### src/adc_cfg_pkg.sv
// constants and carriers for the converter setup registers
package adc_cfg_pkg;
   // register map
   localparam logic [7:0] CONVERTER_CONFIG_ADDR = 8'hBC;
   // no address is printed for this one; chosen two below the config register
   localparam logic [7:0] NEG_INPUT_SELECT_ADDR = 8'hBA;
   // field layout
   localparam int          CLKDIV_LSB          = 3;
   localparam int          CLKDIV_W            = 5;
   localparam int          LJUST_BIT           = 2;
   localparam int          NEG_CODE_W          = 5;
   // reset values
   localparam logic [4:0] NEG_CODE_RST        = 5'h00;
   localparam logic [4:0] CLKDIV_RST          = 5'h1F;
   localparam logic       LJUST_RST           = 1'b0;
   // negative input codes
   localparam logic [4:0] NEG_LAST_PIN        = 5'h14;
   localparam logic [4:0] NEG_VREF            = 5'h1E;
   localparam logic [4:0] NEG_GND             = 5'h1F;

   typedef struct packed {
      logic       wr;
      logic       rd;
      logic [7:0] addr;
      logic [7:0] wdata;
   } sfr_req_type;

   typedef struct packed {
      logic       pin_sel;
      logic [4:0] pin_index;
      logic       vref_sel;
      logic       gnd_sel;
      logic       reserved;
      logic       single_ended;
   } neg_route_type;
endpackage

### src/sar_clock_gen.sv
// conversion clock divider from the core clock
`timescale 1ns/10ps
`default_nettype none
module sar_clock_gen (
   // clock and reset
   input  wire logic       i_clk,
   input  wire logic       i_rst,
   // divider setting
   input  wire logic [4:0] i_div,
   // conversion clock
   output logic            o_conv_clk,
   output logic            o_conv_tick
);
   typedef struct packed {
      logic [5:0] cnt;
      logic       clk;
      logic       tick;
   } state_type;

   state_type st_r;
   state_type st_nxt;

   logic [5:0] period;

   always_comb begin
      period = {1'b0, i_div} + 6'h01;
      st_nxt = st_r;
      st_nxt.tick = 1'b0;
      // divide by setting + 1; high for the first (setting + 1) / 2 cycles, rounded down, of each period; setting 0 holds it high
      if (st_r.cnt >= period - 6'h01) begin // RULE3
         st_nxt.cnt  = 6'h00;
         st_nxt.tick = 1'b1;
      end else begin
         st_nxt.cnt = st_r.cnt + 6'h01;
      end
      st_nxt.clk = (st_nxt.cnt < (period >> 1)) || (i_div == 5'h00); // RULE3
   end

   always_ff @(posedge i_clk) begin
      if (i_rst) begin
         st_r <= '0;
      end else begin
         st_r <= st_nxt;
      end
   end

   assign o_conv_clk  = st_r.clk;
   assign o_conv_tick = st_r.tick;
endmodule
`default_nettype wire

### src/adc_mux_and_config_regs.sv
// negative input select and converter configuration registers
//
// Notes on behaviour
// RULE1: negative code 0..20 picks port pins, 21..29 reserved, 30 vref, 31 ground.
// RULE2: config bits 7..3 hold the 5-bit conversion clock setting, read/write.
// RULE3: conversion clock is core clock divided by setting plus one.
// RULE4: config bit 2 clear right-justifies the result, set left-justifies.
// RULE5: unused bits of both registers read zero and ignore writes.
`timescale 1ns/10ps
`default_nettype none
module adc_mux_and_config_regs
   import adc_cfg_pkg::*;
(
   // clock and reset
   input  wire logic                    i_clk,
   input  wire logic                    i_rst,
   // special-function register bus
   input  wire adc_cfg_pkg::sfr_req_type i_sfr,
   output logic [7:0]                   o_rdata,
   output logic                         o_hit,
   // to the converter core
   output adc_cfg_pkg::neg_route_type   o_neg_route,
   output logic                         o_left_justify_sel,
   output logic                         o_conversion_clock,
   output logic                         o_conversion_tick
);
   import adc_cfg_pkg::*;

   typedef struct packed {
      logic [4:0]    neg_input_code;
      logic [4:0]    sar_clock_divider;
      logic          left_justify_sel;
      logic [7:0]    rdata;
      logic          hit;
      neg_route_type route;
   } state_type;

   state_type st_r;
   state_type st_nxt;

   // decode a negative input code into its route
   function automatic neg_route_type decode_neg(input logic [4:0] code);
      neg_route_type r;
      r              = '0;
      r.pin_sel      = (code <= NEG_LAST_PIN); // RULE1
      r.pin_index    = r.pin_sel ? code : 5'h00;
      r.vref_sel     = (code == NEG_VREF);
      r.gnd_sel      = (code == NEG_GND);
      r.reserved     = !r.pin_sel && !r.vref_sel && !r.gnd_sel;
      r.single_ended = r.gnd_sel; // RULE1
      return r;
   endfunction

   always_comb begin
      st_nxt       = st_r;
      st_nxt.hit   = 1'b0;
      st_nxt.rdata = 8'h00;
      if (i_sfr.wr) begin
         case (i_sfr.addr)
            NEG_INPUT_SELECT_ADDR: begin
               // upper bits dropped on write
               st_nxt.neg_input_code = i_sfr.wdata[NEG_CODE_W-1:0]; // RULE5
            end
            CONVERTER_CONFIG_ADDR: begin
               st_nxt.sar_clock_divider =
                  i_sfr.wdata[CLKDIV_LSB +: CLKDIV_W]; // RULE2
               st_nxt.left_justify_sel = i_sfr.wdata[LJUST_BIT]; // RULE4
            end
            default: begin
               st_nxt.hit = 1'b0;
            end
         endcase
      end
      if (i_sfr.rd) begin
         case (i_sfr.addr)
            NEG_INPUT_SELECT_ADDR: begin
               st_nxt.hit   = 1'b1;
               st_nxt.rdata = {3'b000, st_r.neg_input_code}; // RULE5
            end
            CONVERTER_CONFIG_ADDR: begin
               st_nxt.hit   = 1'b1;
               st_nxt.rdata = {st_r.sar_clock_divider, // RULE2
                               st_r.left_justify_sel, 2'b00}; // RULE5
            end
            default: begin
               st_nxt.rdata = 8'h00;
            end
         endcase
      end
      // route registered so the mux sees one stable code per cycle
      st_nxt.route = decode_neg(st_nxt.neg_input_code);
   end

   always_ff @(posedge i_clk) begin
      if (i_rst) begin
         st_r                   <= '0;
         st_r.neg_input_code    <= NEG_CODE_RST;
         st_r.sar_clock_divider <= CLKDIV_RST;
         st_r.left_justify_sel  <= LJUST_RST;
         st_r.route             <= decode_neg(NEG_CODE_RST);
      end else begin
         st_r <= st_nxt;
      end
   end

   sar_clock_gen u_sar_clock_gen (
      .i_clk       (i_clk),
      .i_rst       (i_rst),
      .i_div       (st_r.sar_clock_divider),
      .o_conv_clk  (o_conversion_clock),
      .o_conv_tick (o_conversion_tick)
   );

   assign o_rdata            = st_r.rdata;
   assign o_hit              = st_r.hit;
   assign o_neg_route        = st_r.route;
   assign o_left_justify_sel = st_r.left_justify_sel; // RULE4
endmodule
`default_nettype wire

### config.mk
export PLATFORM = sky130hd
export DESIGN_NAME = adc_mux_and_config_regs
export DESIGN_NICKNAME = d
export VERILOG_FILES = /design/src/adc_cfg_pkg.sv /design/src/sar_clock_gen.sv /design/src/adc_mux_and_config_regs.sv
export SDC_FILE = /design/constraint.sdc
export NUM_CORES = 1
export LEC_CHECK = 0
export BUFFER_PORTS_ARGS = -buffer_cell sky130_fd_sc_hd__clkbuf_2
export CORE_ASPECT_RATIO = 1.4
export CORE_MARGIN = 2
export CORE_UTILIZATION = 50
export DETAILED_ROUTE_END_ITERATION = 10
export PLACE_DENSITY = 0.83
export SYNTH_ARGS = -nofsm -noshare
export SYNTH_HDL_FRONTEND = slang
export SYNTH_HIERARCHICAL = 1
export SYNTH_SLANG_ARGS = --single-unit
### constraint.sdc
create_clock -name i_clk -period 4.4 [get_ports i_clk]
set_clock_uncertainty 0.05 [all_clocks]
set_input_delay 0.44 -clock i_clk [delete_from_list [all_inputs] [get_ports i_clk]]
set_output_delay 0.44 -clock i_clk [all_outputs]
set_load 0.03 [all_outputs]
# [After elaboration in Yosys (flattened, before gate mapping)]
# Index checks and enable logic that the tools add are counted.
[word_totals] wordCells=43 ff_bits=37 inputBits=20 out_inout_bits=22
[op_classes] n_eq_ne=4 addsub=3 muxes=7 n_lt_le_gt_ge=3 n_reduce_logical=11 bitwise_logic=2
[ops] operator="8-bit equality test, second input constant" n=2
[ops] operator="8-bit case mux with 2 select lines" n=1
[ops] operator="6-bit two-way mux" n=2
[ops] operator="11-bit two-way mux" n=1
[ops] operator="5-bit equality test, second input constant" n=2
[ops] operator="5-bit by 1-bit adder with 6-bit output, second input constant" n=1
[ops] operator="6-bit by 1-bit adder with 6-bit output, second input constant" n=1
[ops] operator="6-bit greater-or-equal comparator" n=1
[ops] operator="6-bit by 5-bit less-than comparator with 1-bit output" n=1
[ops] operator="2-bit OR reduction" n=3
[ops] operator="6-bit by 1-bit subtractor with 6-bit output, second input constant" n=1
[ops] operator="5-bit less-or-equal comparator, second input constant" n=1
[ops] operator="5-bit zero test" n=1
[ops] operator="5-bit two-way mux" n=1
[ops] operator="1-bit zero test" n=3
[ops] operator="1-bit logical AND" n=2
[ops] operator="1-bit two-way mux" n=2
[ops] operator="1-bit NOT" n=2
[ops] operator="2-bit AND reduction" n=1
[ops] operator="1-bit logical OR" n=1

# [Logic depth before layout (Yosys ltp)]
[logic_depth] word_depth=7 mapped_depth=15 ltp_nobuf=14

# [Hierarchy]
# The synthesis kept the hierarchy.
[modules_own_cells] module="adc_mux_and_config_regs" cells_per_inst=152 seq_area_each_um2=580.6 n_inst=1 area_each_um2=1452.6
[modules_own_cells] module="sar_clock_gen" cells_per_inst=81 seq_area_each_um2=160.2 n_inst=1 area_each_um2=678.2

# [Least setup slack after synthesis]
# OpenSTA, ideal clock, no wires.
[synth_timing] path_kind="register to register" from="register st_r[20] (netlist bit)" to="register u_sar_clock_gen.st_r, in the netlist u_sar_clock_gen/o_conv_clk" setup_ns=0.119 path_buffers=1 slack_ns=1.161 period_less_slack_ns=3.239 t_arrival_ns=3.070 path_stages_with_launch=16 required_time_ns=4.231 path_cell_list="dfxtp_1 > ha_1 > nand3_1 > xor2_2 > nand4_1 > xnor2_1 > ha_1 > nand4_1 > o221ai_2 > clkbuf_1 > nor2_1 > ha_1 > inv_1 > o31a_2 > o21ai_0 > o21ai_1"
[synth_lines] item="from (decl)" line_no="adc_mux_and_config_regs.sv:38" rtl="state_type st_r;"
[synth_lines] item="from (signal assigned)" line_no="adc_mux_and_config_regs.sv:102" rtl="st_r <= st_nxt;"
[synth_lines] item="to (signal assigned)" line_no="sar_clock_gen.sv:43" rtl="st_r <= st_nxt;"
[synth_lines] item="to (decl)" line_no="sar_clock_gen.sv:20" rtl="state_type st_r;"

==> flow_summary.toml <==
[outcome]
status = "complete, no violations"

[grt]
grt_pass1_vias = 1559
grt_pass1_wl_um = 6950
grt_max_degree = 36
overflow = 0
antenna_found_initial = 0
track_usage_pct = 19.0

[timing]
setup_viol = 0
period_minus_slack_ns = 3.50
setup_ws_ns = 0.901
timing.slew.headroom_pct = 51.6
slew_violations = 0
clock.fmax_mhz = 286
hold_viol = 0
rsz0062_at_grt = "false"
setup-tns-final_ns = 0
finalCritPeriodShare_pct = 79.5
fin_hold_ws_ns = 0.360
tightest_slew_ns = 0.725

[synthesis]
synth_nets = 265
synth_enable_flop_cells = 0
synth_area_per_cell_um2 = 9.15
synth_top_family_by_area = "simple AND/OR/NAND/NOR gates"
ys_ff_latch = 37
synth_flop_cell = "dfxtp_1"
synth_mux_area_share_pct = 8.51
async_reset_ff_share_pct = 0
synthXorXnorAreaFrac_pct = 4.05
synth-simple-area-share_pct = 25.5
synth_top_area_share_pct = 34.8
synth_adder_area_share_pct = 7.05
synth_cell_types = 45
synthCells = 233
synth_area_leaders = "dfxtp_1 (35%), buf_4 (7.0%), ha_1 (7.0%), mux2i_1 (6.6%), and3_1 (3.2%)"
synth_area_um2 = 2130
synth_compound_area_share_pct = 9.45
synth.largest_area_cell = "dfxtp_1"
ys_seq_area_share_pct = 34.8
yosysWarnings = 6

[floorplanning]
fp.dieH_um = 81.2
rows = 28
ioPinCount = 42
die_area_um2 = 4810
start_util_pct = 51.1
die_w_um = 59.2
core_area_um2 = 4170

[layout]
fin_area_um2 = 2330
drive_above_1_share_pct = 23.9
nFillCells = 366
n_antenna_cell = 0
ff_latch_area_um2 = 741
final_nets = 286
multiInputGateArea_um2 = 1160
fin_cells = 300
area_growth_pct = 9.16
final_util_pct = 55.8

[setup_path]
cp.arrival_ns = 3.63
crit_type = "reg2reg"
path_max_fanout = 14
regToRegSetupSlack_ns = 0.90
worstRegToRegCells = 14
cp-start-kind = "register"
critPathCaptureType = "register"
cp_data_required_time_ns = 4.53

[clocking]
cts.path.max_buffers = 2
cts_setup_buffers = 0
clk_pin_slew_ns = 0.07
cts_tree = "done"
clk_latency_ns = 0.29
cts_resized = 0
cts_num_sinks = 37
hold_buffers = 0
root_buffer = "clkbuf_8"
numCtsBuffers = 5
htreeDepth = 2

[drt]
first_pass_iters = 4
drt_iter0_drc = 50
drc = 0
wl_per_cell_um = 13.8
vias = 1662
routed_wl_um = 4130
routed_via_density = 5.54
final_antenna_net_count = 0

[job]
cap_viol_max_count = 0

[pwr]
pwr-share-clk_pct = 43.4
vdd_drop_max_v = 0.000163
p_leak_nw = 1.08
switching_share_pct = 22.7
switching_power_mw = 0.160
sequentialPowerShare_pct = 48.4
power_mw = 0.705
p_int_mw = 0.545
pwr-share-comb_pct = 8.2
pwr_density_cell_nw_per_um2 = 303

[placed_design]
place_ws_ns = 0.938
dp_cells = 292
place_area_um2 = 2210
io_buffers = 41
place.gp.congestion = 0.901
hpwl_um = 3080

[min_path]
hold_path_depth = 3
min_path_type = "in2reg"
-- sequential cells by signal, indices dropped and copies added, names as in the netlist --
signal                       cells
u_sar_clock_gen/o_conv_tick      1
u_sar_clock_gen/st_r             6
o_left_justify_sel               1
o_hit                            1
o_rdata                          8
u_sar_clock_gen/o_conv_clk       1
o_neg_route                      9
st_r                            10
-- cell type report --
class	count	area share (%)
flip-flops and latches	37	31.8
repair buffers	41	8.82
clock inverters	2	1.61
clock buffers	6	3.55
well taps	45	2.42
inverters	11	1.78
multi-input cells	158	50.0
-- synthesized netlist by cell type, types with 2 or more instances --
library cell	number
a211oi_1	2
a21oi_1	11
a22oi_1	3
and3_1	11
buf_2	2
buf_4	20
clkbuf_1	4
dfxtp_1	37
ha_1	12
inv_1	11
mux2_4	2
mux2i_1	14
nand2_1	5
nand2b_1	7
nand3_1	9
nand3b_1	5
nand4_1	6
nor2_1	18
nor2b_1	6
nor3_1	8
o21ai_0	6
o31ai_1	3
or3_1	3
xnor2_1	6
xor2_1	2
-- placed cells by master, fill, tap and decap left out, drive strengths merged, types with 7 or more instances in the layout --
cell | synthesis | routed
nand3 | 11 | 11
o21ai | 7 | 7
a21oi | 11 | 11
and3 | 11 | 11
clkbuf | 4 | 47
inv | 11 | 11
mux2i | 14 | 14
nor3 | 9 | 9
nand2b | 7 | 7
ha | 12 | 12
nor2 | 19 | 19
dfxtp | 37 | 37
-- layer usage --
layer / track usage, % / vias to the layer above / part of all wire [%]
met5: 0 / - / 0
met4: 8.41 / 0 / 2.4
met3: 5.25 / 10 / 4.4
met2: 31.2 / 47 / 50
met1: 22.8 / 760 / 43
li1: - / 845 / -
-- critical path: stages (launching register included) --
cell and delay, ns:
dfxtp_1 0.40, ha_1 0.24, nand3_1 0.13, xor2_2 0.29
nand4_1 0.15, xnor2_1 0.15, ha_1 0.32, nand4_1 0.11
o221ai_2 0.48, nor2_1 0.11, ha_1 0.33, inv_1 0.05
o31a_2 0.32, o21ai_0 0.15, o21ai_1 0.09
-- kinds of logic (layout without fill, tap and decap cells) --
kind of cell	after synthesis	count (layout)
xor+xnor	9	9
compound gates	31	31
flops	37	37
mux	17	17
fa+ha+maj	12	12
simple gates	89	89
buf+inv	38	60
-- worst paths after layout --
check	from	end
hold reg to reg	o_left_justify_sel	o_left_justify_sel
setup reg to reg	st_r[20]	u_sar_clock_gen/o_conv_clk
hold / removal	i_sfr[7]	st_r[24]
setup / recovery	st_r[20]	u_sar_clock_gen/o_conv_clk
-- power by group through the flow --
stage / Sequential (mW) / Combinational [mW] / Clock [mW]
floorplan: 0.349 / 0.0365 / 0
global placement: 0.349 / 0.0554 / 0
detailed placement: 0.349 / 0.0572 / 0
CTS: 0.341 / 0.0577 / 0.309
global route: 0.342 / 0.0651 / 0.323
finish: 0.341 / 0.0576 / 0.306
Note: power is estimated with default switching activity, not from simulation.
